## src/include/obc_pkg.sv

```systemverilog
// Package: register map, field layout, reset values and encodings for the output bank control registers
// Behaviour
// - Each bank B output style bit selects the low-voltage differential driver at 0 and the emitter-coupled driver at 1, reset 0.
// - Each bank B output 2-bit swing field gives 350mV, 500mV, 750mV for 00, 01, 10; 11 is reserved; reset 00.
// - A written bank C divider ratio takes effect only after the clock-initialise bit toggles.
// - Address 0x20 holds the 6-bit bank C divider ratio in D5..D0 with D7..D6 reserved.
// - Address 0x22 holds bank C power-down at D7 and the setting source select at D0.
// - Addresses 0x24 and 0x25 each hold output power-down at D7, style at D2 and swing at D1..D0.
// - With source select 0 the bank C settings follow the bank control pins, with 1 the registers; the code takes only the divider from the pins.
// - Each bank C output style bit selects the low-voltage differential driver at 0 and the emitter-coupled driver at 1.
// - Each bank C output swing field decodes 00, 01, 10 to 350mV, 500mV, 750mV; 11 is reserved.
package obc_pkg;

  // ****************************************
  // Addresses
  // ****************************************
  localparam logic [7:0] ADDR_DIV   = 8'h20;
  localparam logic [7:0] ADDR_RSV_A = 8'h21;
  localparam logic [7:0] ADDR_PD    = 8'h22;
  localparam logic [7:0] ADDR_RSV_B = 8'h23;
  localparam logic [7:0] ADDR_OUT0  = 8'h24;
  localparam logic [7:0] ADDR_OUT1  = 8'h25;
  localparam logic [7:0] ADDR_RSV_C = 8'h26;
  localparam logic [7:0] ADDR_RSV_D = 8'h27;

  // ****************************************
  // Field positions and widths
  // ****************************************
  localparam int DIV_W     = 6;
  localparam int DIV_LSB   = 0;
  localparam int BANK_PD_B = 7;
  localparam int SRC_SEL_B = 0;
  localparam int OUT_PD_B  = 7;
  localparam int STYLE_B   = 2;
  localparam int SWING_LSB = 0;
  localparam int SWING_W   = 2;
  localparam int NUM_OUT   = 2;

  // ****************************************
  // Reset values
  // ****************************************
  localparam logic [5:0] DIV_RST   = 6'h0D;
  localparam logic [7:0] ZERO_BYTE = 8'h00;

  // ****************************************
  // Encodings
  // ****************************************
  localparam logic       STYLE_LVD = 1'b0;
  localparam logic       STYLE_ECD = 1'b1;
  localparam logic [1:0] SWING_350 = 2'h0;
  localparam logic [1:0] SWING_500 = 2'h1;
  localparam logic [1:0] SWING_750 = 2'h2;
  localparam logic [1:0] SWING_RSV = 2'h3;
  localparam logic [5:0] DIV_RSV   = 6'h00;
  localparam logic [7:0] OUT_MASK  = 8'h87;

  // Pin-mode divider table for bank control pin codes 01, 10 and 11
  localparam logic [5:0] PIN_DIV_01 = 6'h01;
  localparam logic [5:0] PIN_DIV_10 = 6'h02;
  localparam logic [5:0] PIN_DIV_11 = 6'h04;

  // Per-output swing as one-hot level select: bit0 350mV, bit1 500mV, bit2 750mV
  localparam logic [2:0] LVL_350 = 3'h1;
  localparam logic [2:0] LVL_500 = 3'h2;
  localparam logic [2:0] LVL_750 = 3'h4;
  localparam logic [2:0] LVL_OFF = 3'h0;

endpackage

```

## src/rtl/obc_out_cfg.sv

```systemverilog
// Per-output driver decode: style and swing to driver enables
`timescale 1ns/100ps
module obc_out_cfg (
  input  wire logic       clk,
  input  wire logic       rst,
  input  wire logic       ce,
  input  wire logic       pd,
  input  wire logic       style,
  input  wire logic [1:0] swing,
  output logic            drv_en,
  output logic            drv_ecd,
  output logic [2:0]      drv_level
);

  logic       en_d;
  logic       en_q;
  logic       ecd_d;
  logic       ecd_q;
  logic [2:0] lvl_d;
  logic [2:0] lvl_q;

  always_comb begin
    en_d  = ~pd;
    ecd_d = (style == obc_pkg::STYLE_ECD);
    unique case (swing)
      obc_pkg::SWING_350: lvl_d = obc_pkg::LVL_350;
      obc_pkg::SWING_500: lvl_d = obc_pkg::LVL_500;
      obc_pkg::SWING_750: lvl_d = obc_pkg::LVL_750;
      obc_pkg::SWING_RSV: lvl_d = obc_pkg::LVL_OFF;
    endcase
  end

  always_ff @(posedge clk) begin
    if (rst) begin
      en_q  <= 1'b0;
      ecd_q <= 1'b0;
      lvl_q <= obc_pkg::LVL_350;
    end else if (ce) begin
      en_q  <= en_d;
      ecd_q <= ecd_d;
      lvl_q <= lvl_d;
    end
  end

  assign drv_en    = en_q;
  assign drv_ecd   = ecd_q;
  assign drv_level = lvl_q;

endmodule

```

## src/rtl/obc_regs.sv

```systemverilog
// Output bank control register file with bank B and bank C driver settings
`timescale 1ns/100ps
module obc_regs #(
  parameter int NUM_B = 2
) (
  input  wire logic                 clk,
  input  wire logic                 rst,
  input  wire logic                 ce,
  input  wire logic                 wr_en,
  input  wire logic                 rd_en,
  input  wire logic [7:0]           addr,
  input  wire logic [7:0]           wdata,
  output logic      [7:0]           rdata,
  input  wire logic                 init_clk,
  input  wire logic [1:0]           bank_c_pin_sel,
  input  wire logic [NUM_B-1:0]     bank_b_output_driver_style,
  input  wire logic [2*NUM_B-1:0]   bank_b_output_swing,
  output logic      [NUM_B-1:0]     bank_b_drv_en_ecd,
  output logic      [3*NUM_B-1:0]   bank_b_drv_level,
  output logic      [5:0]           bank_c_active_divider,
  output logic                      bank_c_bank_off,
  output logic      [1:0]           bank_c_drv_en,
  output logic      [1:0]           bank_c_drv_ecd,
  output logic      [5:0]           bank_c_drv_level
);

  // ****************************************
  // Register storage
  // ****************************************
  logic [5:0] div_q;
  logic [5:0] div_d;
  logic       bank_pd_q;
  logic       bank_pd_d;
  logic       src_sel_q;
  logic       src_sel_d;
  logic [7:0] out_q [obc_pkg::NUM_OUT];
  logic [7:0] out_d [obc_pkg::NUM_OUT];
  logic [5:0] act_div_q;
  logic [5:0] act_div_d;
  logic       init_q;
  logic       init_d;
  logic [7:0] rdata_q;
  logic [7:0] rdata_d;
  logic       bank_off_q;
  logic       bank_off_d;

  // Pin-mode divider decoded from the two bank control pins
  logic [5:0] pin_div;

  // Pin code 00 keeps the reset ratio so an unstrapped bank starts at the default
  always_comb begin
    unique case (bank_c_pin_sel)
      2'h0:    pin_div = obc_pkg::DIV_RST;
      2'h1:    pin_div = obc_pkg::PIN_DIV_01;
      2'h2:    pin_div = obc_pkg::PIN_DIV_10;
      2'h3:    pin_div = obc_pkg::PIN_DIV_11;
    endcase
  end

  always_comb begin
    div_d     = div_q;
    bank_pd_d = bank_pd_q;
    src_sel_d = src_sel_q;
    out_d     = out_q;
    rdata_d   = rdata_q;
    init_d    = init_clk;
    act_div_d = act_div_q;
    if (wr_en) begin
      unique case (addr)
        obc_pkg::ADDR_DIV: div_d = wdata[obc_pkg::DIV_LSB +: obc_pkg::DIV_W];
        obc_pkg::ADDR_PD: begin
          bank_pd_d = wdata[obc_pkg::BANK_PD_B];
          src_sel_d = wdata[obc_pkg::SRC_SEL_B];
        end
        obc_pkg::ADDR_OUT0: out_d[0] = wdata & obc_pkg::OUT_MASK;
        obc_pkg::ADDR_OUT1: out_d[1] = wdata & obc_pkg::OUT_MASK;
        default: ;
      endcase
    end
    // Reserved reads return zero so the host never sees stale bits
    if (rd_en) begin
      unique case (addr)
        obc_pkg::ADDR_DIV:  rdata_d = {2'h0, div_q};
        obc_pkg::ADDR_PD:   rdata_d = {bank_pd_q, 6'h00, src_sel_q};
        obc_pkg::ADDR_OUT0: rdata_d = out_q[0];
        obc_pkg::ADDR_OUT1: rdata_d = out_q[1];
        default:            rdata_d = obc_pkg::ZERO_BYTE;
      endcase
    end
    // Divider is committed on either edge of the initialise bit, never on write
    if (init_clk != init_q) begin
      act_div_d = src_sel_q ? div_q : pin_div;
    end
    bank_off_d = src_sel_q & bank_pd_q;
  end

  always_ff @(posedge clk) begin
    if (rst) begin
      div_q      <= obc_pkg::DIV_RST;
      bank_pd_q  <= 1'b0;
      src_sel_q  <= 1'b0;
      out_q      <= '{default: obc_pkg::ZERO_BYTE};
      act_div_q  <= obc_pkg::DIV_RST;
      init_q     <= 1'b0;
      rdata_q    <= obc_pkg::ZERO_BYTE;
      bank_off_q <= 1'b0;
    end else if (ce) begin
      div_q      <= div_d;
      bank_pd_q  <= bank_pd_d;
      src_sel_q  <= src_sel_d;
      out_q      <= out_d;
      act_div_q  <= act_div_d;
      init_q     <= init_d;
      rdata_q    <= rdata_d;
      bank_off_q <= bank_off_d;
    end
  end

  assign rdata                 = rdata_q;
  assign bank_c_active_divider = act_div_q;
  assign bank_c_bank_off       = bank_off_q;

  // ****************************************
  // Bank C output drivers
  // ****************************************
  for (genvar i = 0; i < obc_pkg::NUM_OUT; i++) begin : g_c_out
    logic       c_pd;
    logic       c_sty;
    logic [1:0] c_swg;
    // Pin mode runs outputs enabled, default style and swing
    // Bank power-down overrides each output's own bit in register mode
    assign c_pd  = src_sel_q ? (out_q[i][obc_pkg::OUT_PD_B] | bank_pd_q) : 1'b0;
    assign c_sty = src_sel_q ? out_q[i][obc_pkg::STYLE_B] : obc_pkg::STYLE_LVD;
    assign c_swg = src_sel_q ? out_q[i][obc_pkg::SWING_LSB +: obc_pkg::SWING_W] : obc_pkg::SWING_350;
    obc_out_cfg u_c_cfg (
      .clk       (clk),
      .rst       (rst),
      .ce        (ce),
      .pd        (c_pd),
      .style     (c_sty),
      .swing     (c_swg),
      .drv_en    (bank_c_drv_en[i]),
      .drv_ecd   (bank_c_drv_ecd[i]),
      .drv_level (bank_c_drv_level[3*i +: 3])
    );
  end

  // ****************************************
  // Bank B output drivers
  // ****************************************
  for (genvar j = 0; j < NUM_B; j++) begin : g_b_out
    obc_out_cfg u_b_cfg (
      .clk       (clk),
      .rst       (rst),
      .ce        (ce),
      .pd        (1'b0),
      .style     (bank_b_output_driver_style[j]),
      .swing     (bank_b_output_swing[2*j +: 2]),
      .drv_en    (),
      .drv_ecd   (bank_b_drv_en_ecd[j]),
      .drv_level (bank_b_drv_level[3*j +: 3])
    );
  end

  // ****************************************
  // Checks
  // ****************************************
  a_div_hold_no_init: assert property (@(posedge clk) disable iff (rst)
    (ce && init_clk == init_q) |=> $stable(act_div_q))
    else $error("active divider changed without init toggle");
  a_div_commit: assert property (@(posedge clk) disable iff (rst)
    (ce && init_clk != init_q && src_sel_q) |=> (act_div_q == $past(div_q)))
    else $error("active divider not committed on init toggle");
  a_div_field_write: assert property (@(posedge clk) disable iff (rst)
    (ce && wr_en && addr == obc_pkg::ADDR_DIV) |=> (div_q == $past(wdata[obc_pkg::DIV_LSB +: obc_pkg::DIV_W])))
    else $error("divider field not stored");
  a_pd_src_write: assert property (@(posedge clk) disable iff (rst)
    (ce && wr_en && addr == obc_pkg::ADDR_PD) |=>
      (bank_pd_q == $past(wdata[obc_pkg::BANK_PD_B]) && src_sel_q == $past(wdata[obc_pkg::SRC_SEL_B])))
    else $error("power-down or source select not stored");
  a_out0_write: assert property (@(posedge clk) disable iff (rst)
    (ce && wr_en && addr == obc_pkg::ADDR_OUT0) |=> (out_q[0] == ($past(wdata) & obc_pkg::OUT_MASK)))
    else $error("output 0 config not stored");
  a_out1_write: assert property (@(posedge clk) disable iff (rst)
    (ce && wr_en && addr == obc_pkg::ADDR_OUT1) |=> (out_q[1] == ($past(wdata) & obc_pkg::OUT_MASK)))
    else $error("output 1 config not stored");
  a_pin_mode_on: assert property (@(posedge clk) disable iff (rst)
    (ce && !src_sel_q) |=> bank_c_drv_en == 2'h3)
    else $error("pin mode left an output powered down");
  a_c_style_map: assert property (@(posedge clk) disable iff (rst)
    (ce && src_sel_q && out_q[0][obc_pkg::STYLE_B]) |=> bank_c_drv_ecd[0])
    else $error("bank C style not applied");
  a_c_swing_map: assert property (@(posedge clk) disable iff (rst)
    (ce && src_sel_q && out_q[1][obc_pkg::SWING_LSB +: obc_pkg::SWING_W] == obc_pkg::SWING_750) |=>
      bank_c_drv_level[5:3] == obc_pkg::LVL_750)
    else $error("bank C swing not decoded");
  a_b_style_map: assert property (@(posedge clk) disable iff (rst)
    (ce && bank_b_output_driver_style[0]) |=> bank_b_drv_en_ecd[0])
    else $error("bank B style not applied");
  a_b_swing_map: assert property (@(posedge clk) disable iff (rst)
    (ce && bank_b_output_swing[1:0] == obc_pkg::SWING_500) |=> bank_b_drv_level[2:0] == obc_pkg::LVL_500)
    else $error("bank B swing not decoded");
  a_pin_div_commit: assert property (@(posedge clk) disable iff (rst)
    (ce && init_clk != init_q && !src_sel_q) |=> (act_div_q == $past(pin_div)))
    else $error("pin divider not committed on init toggle");
  a_pin_mode_style: assert property (@(posedge clk) disable iff (rst)
    (ce && !src_sel_q) |=> (bank_c_drv_ecd == 2'h0))
    else $error("pin mode left a non-default style");
  a_bank_off_map: assert property (@(posedge clk) disable iff (rst)
    ce |=> (bank_c_bank_off == $past(src_sel_q && bank_pd_q)))
    else $error("bank power-down not applied");
  a_c_pd_map: assert property (@(posedge clk) disable iff (rst)
    (ce && src_sel_q && (out_q[0][obc_pkg::OUT_PD_B] || bank_pd_q)) |=> !bank_c_drv_en[0])
    else $error("bank C output 0 not powered down");
  a_rsvd_read: assert property (@(posedge clk) disable iff (rst)
    (ce && rd_en && addr == obc_pkg::ADDR_RSV_A) |=> (rdata == obc_pkg::ZERO_BYTE))
    else $error("reserved address read not zero");

  c_init_commit: cover property (@(posedge clk) disable iff (rst) ce && init_clk != init_q && src_sel_q);
  c_reg_mode:    cover property (@(posedge clk) disable iff (rst) ce && wr_en && addr == obc_pkg::ADDR_PD && wdata[0]);
  c_bank_off:    cover property (@(posedge clk) disable iff (rst) bank_off_q);
  c_pin_commit:  cover property (@(posedge clk) disable iff (rst) ce && init_clk != init_q && !src_sel_q);
  c_rsvd_swing:  cover property (@(posedge clk) disable iff (rst)
    src_sel_q && out_q[0][obc_pkg::SWING_LSB +: obc_pkg::SWING_W] == obc_pkg::SWING_RSV);

endmodule

```

## config.mk

```make
export PLATFORM = sky130hd
export DESIGN_NAME = obc_regs
export DESIGN_NICKNAME = d
export VERILOG_FILES = /design/src/include/obc_pkg.sv /design/src/rtl/obc_out_cfg.sv /design/src/rtl/obc_regs.sv
export SDC_FILE = /design/constraint.sdc
export NUM_CORES = 1
export LEC_CHECK = 0
export BUFFER_PORTS_ARGS = -buffer_cell sky130_fd_sc_hd__buf_2
export CAP_MARGIN = 15
export CORE_MARGIN = 8
export CORE_UTILIZATION = 45
export CTS_CLUSTER_SIZE = 16
export DETAILED_ROUTE_END_ITERATION = 12
export GPL_TIMING_DRIVEN = 0
export PLACE_DENSITY = 0.72
export SYNTH_ARGS = -nofsm -noshare
export SYNTH_HDL_FRONTEND = slang
export SYNTH_HIERARCHICAL = 1
export SYNTH_SLANG_ARGS = --single-unit
```

## constraint.sdc

```tcl
create_clock -name clk -period 1.55 [get_ports clk]
set_input_delay 0.0775 -clock clk [delete_from_list [all_inputs] [get_ports clk]]
set_output_delay 0.0775 -clock clk [all_outputs]
set_load 0.02 [all_outputs]
```

## After elaboration in Yosys (flattened, before gate mapping)

Cells that the tools add are included.

| cells by class | value |
|---|---|
| equality and inequality tests | 20 |
| multiplexer cells | 13 |
| bitwise logic cells | 5 |
| reduce and logical (&&, ||, !) cells | 11 |

Operators with widths:

| operator | count |
|---|---|
| 3-bit one-hot mux with 4 select lines | 4 |
| 8-bit by 6-bit equality test with 1-bit output, second input constant | 4 |
| 8-bit one-hot mux with 4 select lines | 1 |
| 6-bit one-hot mux with 4 select lines | 1 |
| 2-bit equality test, second input constant | 10 |
| 3-bit AND reduction | 4 |
| 2-bit by 1-bit equality test with 1-bit output, second input constant | 5 |
| 2-bit zero test | 5 |
| 6-bit two-way mux | 1 |
| 1-bit two-way mux | 4 |
| 2-bit two-way mux | 2 |
| 2-bit AND reduction | 2 |
| 1-bit inverter | 2 |
| 1-bit OR | 2 |
| 1-bit bitwise AND | 1 |
| 1-bit != test | 1 |

| word-level totals | value |
|---|---|
| register bits | 50 |
| input bits | 30 |
| output and inout bits | 33 |
| logic and storage cells | 68 |

## Logic depth before layout (Yosys ltp)

Gate-level depths: netlist (run 1).

| depth | value |
|---|---|
| depth after elaboration | 3 |
| gate-level depth with buffers | 5 |
| depth with buffers taken out | 5 |

## Hierarchy

Netlist (run 1), hierarchy kept.

By module, submodules not included:

| module | times used | cells each | area each (µm²) | seq. area each (µm²) |
|---|---|---|---|---|
| obc_regs | 1 | 179 | 1640.3 | 620.6 |
| obc_out_cfg | 4 | 19 | 195.2 | 100.1 |

## Worst setup path before layout (run 1)

OpenSTA, ideal clock, no wires.

| timing | value |
|---|---|
| path type | input-to-reg |
| start | input port addr[7] |
| end | register out_q[0] in the netlist's numbering |
| setup time | 0.132 ns |
| arrival time | 1.325 ns |
| data required time | 1.418 ns |
| setup slack | 0.092 ns |
| stages | 5 |
| path buffers | 2 |
| cell sequence | or4b_1 > buf_2 > clkbuf_1 > o41ai_1 > a21oi_1 |

| on the way | value |
|---|---|
| longest elaborated chain between the ends | 2 |

Ends and longest elaborated chain:

| element | RTL line | source |
|---|---|---|
| start, declared | obc_regs.sv:11 | `input wire logic [7:0] addr,` |
| 8-bit by 6-bit equality test with 1-bit output | obc_regs.sv:69 | `unique case (addr)` |
| 3-bit AND reduction (no source line) | n/a |  |
| end signal, assigned | obc_regs.sv:111 | `out_q <= out_d;` |
| end, declared | obc_regs.sv:36 | `logic [7:0] out_q [obc_pkg::NUM_OUT];` |

Every way passes these cells.
A chain may end at the register's enable or synchronous reset.

## Worst setup path after layout (run 1)

Ends and elaborated chain as after synthesis.

==> results.yml, run 1 <==
status:
  status: "finished, final reports clean"
die:
  pin_count: 63
  core_um2: 5075
  core.rowCount: 26
  die_h_um: 88.40
  start_util: 0.4647
  die-area_um2: 7814
  fp.dieW_um: 88.40
critical_path:
  end_kind: "flop"
  cp.arrival_ns: 1.64
  r2r_cells: 4
  r2r_end: "g_c_out[0].u_c_cfg/drv_level[0]"
  worst_path_largest_cell_delay_ns: 0.52
  regToRegSetupSlack_ns: 0.09
  critPathTopFamily: "buffers and inverters"
  path_cells: "buf_2 > or4b_1 > buf_2 > clkbuf_1 > o41ai_1 > a21oi_1"
  critPathKind: "input port to flop"
  critPathLaunchType: "input port"
  crit_top_cell: "buf_2"
  worstPathMaxFanout: 10
  cp_data_required_time_ns: 1.72
  reg2reg_from: "src_sel_q"
  cp_num_buf_inv: 3
  cp_slowest_cell: "or4b_1"
synth:
  syn_area_per_cell_um2: 9.472
  synth_area_um2: 2359
  ys_warn_count: 6
  syn-num-nets: 282
  syn_inst: 249
routing:
  drt_iter0_drc: 101
  vias_per_cell: 5.325
  finalWirelength_um: 5635
  ant_nets: 0
  avgRoutedWirePerCell_um: 14.64
  firstDrtPassIters: 4
  drc: 0
  vias: 2050
clock_network:
  cts_buffers: 5
  cts_resized: 1
  clkTransAtPathRegs_ns: 0.08
  hold_buffers: 0
  cts-root-buf: "clkbuf_8"
  cts_max_level: 2
  clock_latency_ns: 0.30
  cts.sinks: 49
  cts_tree: "yes"
  clockBufferDepth: 2
  postCtsSetupBuffers: 0
worst_hold_path:
  min-delay-start: "bank_b_output_driver_style[1]"
  worstHoldPathType: "input port to flop"
  hold_depth: 3
  holdPathEnd: "g_b_out[1].u_b_cfg/drv_ecd"
placement:
  io_buffers: 59
  gp_congestion: 0.9324
  dpl_cell_area_um2: 2741
  place_hpwl_um: 4360
final_layout:
  drive_gt1_frac: 0.2730
  area_growth_pct: 21.06
  diodes: 0
  num-nets-final: 347
  fin_area_um2: 2855
  fillCellCount: 510
  fin_util: 0.5626
power:
  combinationalPowerShare: 0.131
  power_leakage_nw: 1.136
  power_density_nw_per_um2: 850.2
  vdd_drop_max_uv: 397.1
  internal_power_mw: 1.814
  seq_power_share: 0.535
  p_sw_mw: 0.6138
  pwr-share-clk: 0.334
  p_sw_frac: 0.2528
  total_power_mw: 2.428
timing:
  maxSlewHeadroom: 0.4155
  setup_viol: 0
  tightest_slew_ns: 0.8745
  slew_viol_final: 0
  clock_skew_ns: 0.005033
  holdWs_ns: 0.01543
  finalCritPeriodShare: 0.9492
  clock.fmax_ghz: 0.6797
  hold_viol: 0
  period_minus_slack_ns: 1.471
  rsz0062_at_grt: "no"
global_route:
  grt_pass1_vias: 1984
  antenna_found_initial: 0
  grt_pass1_wl_um: 8997
  grt_max_degree: 24
  grt_usage: 0.1434
  grt.overflow.total: 0
run:
  cap_violations: 0
layout by cell type (no fill, tap or decap), drive strengths merged, types with 6 or more instances in the layout:
cell    count
a21oi      25
mux2i      18
nand3b      9
clkbuf     16
inv         6
o41ai       8
nand2b     16
buf        69
nand4      12
nor2       19
and2        7
dfxtp      49
power groups by stage:
stage / Sequential [mW] / Combinational [mW] / Clock [mW]
floorplan: 1.36 / 0.162 / 0
global placement: 1.33 / 0.309 / 0
detailed placement: 1.33 / 0.314 / 0
CTS: 1.30 / 0.315 / 0.835
global route: 1.30 / 0.345 / 0.897
finish: 1.30 / 0.317 / 0.811
sequential cells by signal, indices dropped and copies added, names as in the netlist:
register and cells:
g_b_out.u_b_cfg/drv_ecd 2, out_q 8, init_q 1, g_c_out.u_c_cfg/drv_en 2, g_b_out.u_b_cfg/drv_level 6, bank_pd_q 1
div_q 6, src_sel_q 1, rdata 7, g_c_out.u_c_cfg/drv_ecd 2, bank_c_active_divider 6, bank_c_bank_off 1
g_c_out.u_c_cfg/drv_level 6
cell type report:
class / count / area (µm²) / share of cell area
timing repair buffer: 59 / 295.3 / 0.1034
tap: 70 / 87.58 / 0.03067
clock inverter: 1 / 5.005 / 0.001753
clock buffer: 7 / 96.34 / 0.03374
inverter: 6 / 22.52 / 0.007888
multi-input combinational: 174 / 1260 / 0.4413
sequential: 49 / 980.9 / 0.3436
buffer: 19 / 107.6 / 0.03769
tightest hold or removal path, stage by stage:
cell,delay [ns]
buf_2,0.08
mux2i_1,0.05
nor2_1,0.07
how the worst max path moves through the flow:
stage	start	endpoint	slack, ns	depth (start not counted)
2_1_floorplan	addr[7]	out_q[0]	0.09	5
3_3_place_gp	addr[7]	div_q[1]	-0.19	5
3_5_place_dp	addr[7]	out_q[2]	-0.27	6
4_1_cts	init_q	bank_c_active_divider[2]	0.04	3
5_1_grt	addr[7]	out_q[9]	0.007	6
6_report	addr[7]	out_q[0]	0.08	6
routing by layer:
layer,GRT usage,share of wire,up-vias
li1,-,-,1038
met1,0.1748,0.47,961
met2,0.2451,0.46,49
met3,0.03993,0.068,2
met4,0.02765,0.0034,0
met5,0,0,-
metrics by stage:
stage,worst slack [ns],TNS [ns],std cells
5_1_grt,0.007276,0,385
3_5_place_dp,-0.2688,-3.369,378
6_report,0.07873,0,385
4_1_cts,0.03687,0,385
3_3_place_gp,-0.1881,-2.587,378
2_1_floorplan,0.09238,0,249
No activity file was read; power rests on OpenSTA's default activity.
==> inputs of run 2 (changes only) <==
--- a/config.mk
+++ b/config.mk
@@ -12,6 +12,7 @@
 export CTS_CLUSTER_SIZE = 16
 export DETAILED_ROUTE_END_ITERATION = 12
 export GPL_TIMING_DRIVEN = 0
+export MAX_ROUTING_LAYER = met4
 export PLACE_DENSITY = 0.72
 export SYNTH_ARGS = -nofsm -noshare
 export SYNTH_HDL_FRONTEND = slang
==> results.yml, run 2 (synthesis gave the netlist of run 1 again) <==
die:
  fp.dieW_um: 88.40
  core.rowCount: 26
  die-area_um2: 7814
  pin_count: 63
  start_util: 0.4647
  die_h_um: 88.40
  core_um2: 5075
critical_path:
  critPathTopFamily: "flip-flops"
  critPathKind: "flop to flop"
  worstPathMaxFanout: 10
  path_cells: "clkbuf_2 > and2_1 > nor2_1 > a211o_1"
  critPathLaunchType: "flop"
  cp_num_buf_inv: 1
  cp_slowest_cell: "dfxtp_1"
  cp.arrival_ns: 1.65
  cp_data_required_time_ns: 1.74
  end_kind: "flop"
  worst_path_largest_cell_delay_ns: 0.54
routing:
  finalWirelength_um: 5731
  vias_per_cell: 5.457
  vias: 2090
  avgRoutedWirePerCell_um: 14.96
  ant_nets: 0
  drc: 0
  firstDrtPassIters: 4
  drt_iter0_drc: 176
global_route:
  grt_pass1_vias: 1943
  grt_usage: 0.1504
  grt.overflow.total: 0
  antenna_found_initial: 0
  grt_pass1_wl_um: 9011
  grt_max_degree: 24
final_layout:
  fin_util: 0.5557
  drive_gt1_frac: 0.2652
  most-common-layout-cells: "60 x buf_2, 49 x dfxtp_1, 25 x a21oi_1"
  num-nets-final: 347
  area_growth_pct: 19.58
  final_common_cell: "buf_2"
  diodes: 0
  largest_reg_flops: 8
  top_register: "out_q"
timing:
  clock.fmax_ghz: 0.6869
  holdWs_ns: 0.01445
  rsz0062_at_grt: "no"
  slew_viol_final: 0
  maxSlewHeadroom: 0.4537
  clock_skew_ns: 0.008521
  setup_viol: 0
  finalCritPeriodShare: 0.9393
  tightest_slew_ns: 0.8173
  period_minus_slack_ns: 1.456
  hold_viol: 0
power:
  power_density_nw_per_um2: 814.0
  vdd_drop_max_uv: 459.3
  power_leakage_nw: 1.121
placement:
  io_buffers: 59
  place_hpwl_um: 4431
  gp_congestion: 0.9765
clock_network:
  clkTransAtPathRegs_ns: 0.08
  cts_buffers: 5
  cts_tree: "yes"
  clock_latency_ns: 0.30
  clockBufferDepth: 2
  cts.sinks: 49
  cts-root-buf: "clkbuf_8"
  postCtsSetupBuffers: 0
  cts_max_level: 2
run:
  cap_violations: 0
status:
  status: "finished, final reports clean"
worst_hold_path:
  worstHoldPathType: "input port to flop"
==> run 2: cell count changes in the layout (fill, tap and decap cells not counted) <==
cell / delta
clkbuf_8: -2
o41ai_1: +1
o41ai_2: -1
==> run 2: path summary, 6_finish.rpt <==
kind,slack [ns],cells after the start,endpoint,start
hold / removal,0.01,3,g_b_out[0].u_b_cfg/drv_ecd,bank_b_output_driver_style[0]
setup reg to reg,0.09,4,g_c_out[1].u_c_cfg/drv_level[0],src_sel_q
hold reg to reg,0.46,2,bank_c_bank_off,bank_c_bank_off
setup / recovery,0.09,4,g_c_out[1].u_c_cfg/drv_level[0],src_sel_q
==> run 2: metal layers <==
metal / vias up / global-route usage / part of all wire
met3: 7 / 0.03993 / 0.087
li1: 1043 / - / -
met1: 962 / 0.1895 / 0.45
met4: 0 / 0.05530 / 0.013
met5: - / - / 0
met2: 78 / 0.2247 / 0.45
==> run 2: final cells by class <==
class	instances	area, µm²
plain buffers	19	107.6
clock buffers	5	68.82
clock inverters	1	5.005
fillers	491	2255
inverters	6	22.52
multi-input cells	174	1252
flip-flops and latches	49	980.9
well taps	70	87.58
repair buffers	59	295.3
==> run 2: through the flow <==
step | TNS [ns] | setup slack, ns | area (µm²) | total power, mW | std cells
detailed placement | -2.858 | -0.2108 | 2741 | 1.642 | 378
CTS | 0 | 0.03846 | 2813 | 2.320 | 383
global route | 0 | 0.01593 | 2820 | 2.398 | 383
finish | 0 | 0.09413 | 2820 | 2.296 | 383
global placement | -2.512 | -0.1859 | 2741 | 1.637 | 378
floorplan | 0 | 0.09238 | 2359 | 1.524 | 249
==> run 2: worst reg2reg max path: cells and delay by family (launching register included) <==
kind | cells | cell delay, ns
buffers and inverters | 1 | 0.28
AO/OA/AOI/OAI | 1 | 0.28
AND/OR/NAND/NOR | 2 | 0.25
flip-flops | 1 | 0.54
==> run 2: repair_timing <==
| action | 4_1_cts | 5_1_grt |
|---|---|---|
| endpoints found under the setup margin | 3 | 2 |
| hold buffers | 0 | 0 |
| gates resized for setup | 1 | 1 |
==> run 2: where the power goes <==
part           switching, mW  internal (mW)
Clock                  0.382          0.297
Combinational          0.192          0.124
Sequential            0.0140           1.29
Total                  0.588           1.71
==> inputs of run 3 (changes only) <==
--- a/config.mk
+++ b/config.mk
@@ -7,13 +7,15 @@
 export LEC_CHECK = 0
 export BUFFER_PORTS_ARGS = -buffer_cell sky130_fd_sc_hd__buf_2
 export CAP_MARGIN = 15
+export CELL_PAD_IN_SITES_DETAIL_PLACEMENT = 0
+export CELL_PAD_IN_SITES_GLOBAL_PLACEMENT = 1
 export CORE_MARGIN = 8
-export CORE_UTILIZATION = 45
+export CORE_UTILIZATION = 35
 export CTS_CLUSTER_SIZE = 16
 export DETAILED_ROUTE_END_ITERATION = 12
 export GPL_TIMING_DRIVEN = 0
 export MAX_ROUTING_LAYER = met4
-export PLACE_DENSITY = 0.72
+export PLACE_DENSITY_LB_ADDON = 0.1
 export SYNTH_ARGS = -nofsm -noshare
 export SYNTH_HDL_FRONTEND = slang
 export SYNTH_HIERARCHICAL = 1
==> results.yml, run 3 (synthesis gave the netlist of run 1 again) <==
status:
  status: "finished, final reports clean"
final_layout:
  fin_area_um2: 2843
  drive_gt1_frac: 0.2748
  final_common_cell: "buf_2"
  largest_reg_flops: 8
  area_growth_pct: 20.53
  top_register: "out_q"
  final_cells: 393
  most-common-layout-cells: "60 x buf_2, 48 x dfxtp_1, 25 x a21oi_1"
  num-nets-final: 347
  diodes: 0
critical_path:
  regToRegSetupSlack_ns: 0.20
  critPathKind: "input port to flop"
  reg2reg_from: "init_q"
  cp_data_required_time_ns: 1.72
  r2r_end: "bank_c_active_divider[2]"
  cp.arrival_ns: 1.61
  worstPathMaxFanout: 10
  critPathLaunchType: "input port"
  cp-startpoint: "addr[7]"
  end_kind: "flop"
  r2r_cells: 3
  critPathCapture: "out_q[10]"
clock_network:
  postCtsSetupBuffers: 0
  cts_buffers: 5
  cts.sinks: 49
  cts_max_level: 2
  cts-root-buf: "clkbuf_8"
  clkTransAtPathRegs_ns: 0.08
  cts_tree: "yes"
  clockBufferDepth: 2
  clock_latency_ns: 0.30
global_route:
  grtUsageMet2: 0.2055
  grt_max_degree: 24
  grt_pass1_vias: 2091
  grt_pass1_wl_um: 10390
  grt.overflow.total: 0
  grt.busiest_layer: "met2"
  globalRouteMet1Util: 0.1712
  met3_usage: 0.03556
  antenna_found_initial: 0
  grt_usage: 0.1348
die:
  start_util: 0.3550
  core_um2: 6644
  core.rowCount: 30
  die_h_um: 98.09
  die-area_um2: 9622
  fp.dieW_um: 98.09
  pin_count: 63
timing:
  maxSlewHeadroom: 0.4395
  tightest_slew_ns: 0.8386
  finalCritPeriodShare: 0.9333
  slew_viol_final: 0
  setup_viol: 0
  hold_viol: 0
  finalSetupTns_ns: 0
  period_minus_slack_ns: 1.447
  setup_ws_ns: 0.1035
  clock.fmax_ghz: 0.6913
  rsz0062_at_grt: "no"
  clock_skew_ns: 0.006613
power:
  p_sw_frac: 0.2634
  pwr-share-clk: 0.302
  internal_power_mw: 1.708
  combinationalPowerShare: 0.138
  seq_power_share: 0.560
  power_density_nw_per_um2: 815.8
  power_leakage_nw: 1.125
  p_sw_mw: 0.6109
  vdd_drop_max_uv: 347.0
  total_power_mw: 2.319
placement:
  place_hpwl_um: 4769
  dpl_cell_area_um2: 2754
  dp.cells: 388
  gp_congestion: 0.8355
  dp_slack_ns: -0.2734
  io_buffers: 59
routing:
  ant_nets: 0
  finalWirelength_um: 6167
  firstDrtPassIters: 4
  avgRoutedWirePerCell_um: 15.69
  vias: 2068
  vias_per_cell: 5.262
  drt_iter0_drc: 119
  drc: 0
worst_hold_path:
  worstHoldPathType: "input port to flop"
run:
  cap_violations: 0
==> run 3: changes by cell type in the layout (fill, tap and decap cells not counted) <==
| cell | change |
|---|---|
| clkbuf_1 | -1 |
| clkbuf_2 | +1 |
| dfxtp_1 | -1 |
| dfxtp_2 | +1 |
| o41ai_1 | -1 |
| o41ai_2 | +1 |
==> run 3: area by class of cell <==
type                            count  area, µm²
Clock buffer                        5      68.82
Multi-Input combinational cell    174       1260
Buffer                             19      108.9
Fill cell                         715       3801
Inverter                            6      22.52
Tap cell                           80      100.1
Clock inverter                      1      5.005
Sequential cell                    49      982.2
Timing Repair Buffer               59      295.3
==> run 3: metal layers <==
| metal | wire [µm] | vias to the layer above |
|---|---|---|
| met5 | 0 | - |
| met4 | 65 | 0 |
| met3 | 328 | 6 |
| met2 | 2765 | 65 |
| met1 | 3007 | 955 |
| li1 | - | 1042 |
==> run 3: timing repair <==
| action | 4_1_cts | 5_1_grt |
|---|---|---|
| gates resized for setup | 1 | 5 |
| endpoints found under the setup margin | 6 | 15 |
| hold buffers | 0 | 0 |
| pin swaps | 0 | 1 |
| cloned | 0 | 0 |
==> run 3: worst max-delay path, stage by stage <==
cell and delay (ns):
buf_2 0.11, or4b_1 0.51, buf_2 0.20, clkbuf_2 0.23, o41ai_1 0.38, a21oi_1 0.11
==> run 3: power by group through the flow <==
stage | clock network [mW] | registers, mW | logic, mW
floorplan | 0 | 1.36 | 0.162
global placement | 0 | 1.33 | 0.320
detailed placement | 0 | 1.33 | 0.321
CTS | 0.732 | 1.30 | 0.323
global route | 0.770 | 1.30 | 0.353
finish | 0.701 | 1.30 | 0.320
==> run 3: metrics by stage <==
| step | hold WS (ns) | utilization |
|---|---|---|
| after floorplan | 0.1466 | - |
| after global placement | 0.3147 | 0.4145 |
| after detailed placement | 0.3225 | 0.4145 |
| after CTS | 0.006249 | 0.4252 |
| after global routing | 0.02669 | 0.4279 |
| final | 0.01357 | 0.4279 |
==> run 3: worst min-delay path by stage <==
stage,slack (ns),to,cells after the start,start
2_1_floorplan,0.15,g_b_out[0].u_b_cfg/drv_level[1],1,rst
3_3_place_gp,0.31,g_b_out[1].u_b_cfg/drv_ecd,3,bank_b_output_driver_style[1]
3_5_place_dp,0.32,g_b_out[1].u_b_cfg/drv_ecd,3,bank_b_output_driver_style[1]
4_1_cts,0.006,g_b_out[1].u_b_cfg/drv_ecd,3,bank_b_output_driver_style[1]
5_1_grt,0.03,g_b_out[1].u_b_cfg/drv_ecd,3,bank_b_output_driver_style[1]
6_report,0.01,g_b_out[1].u_b_cfg/drv_ecd,3,bank_b_output_driver_style[1]
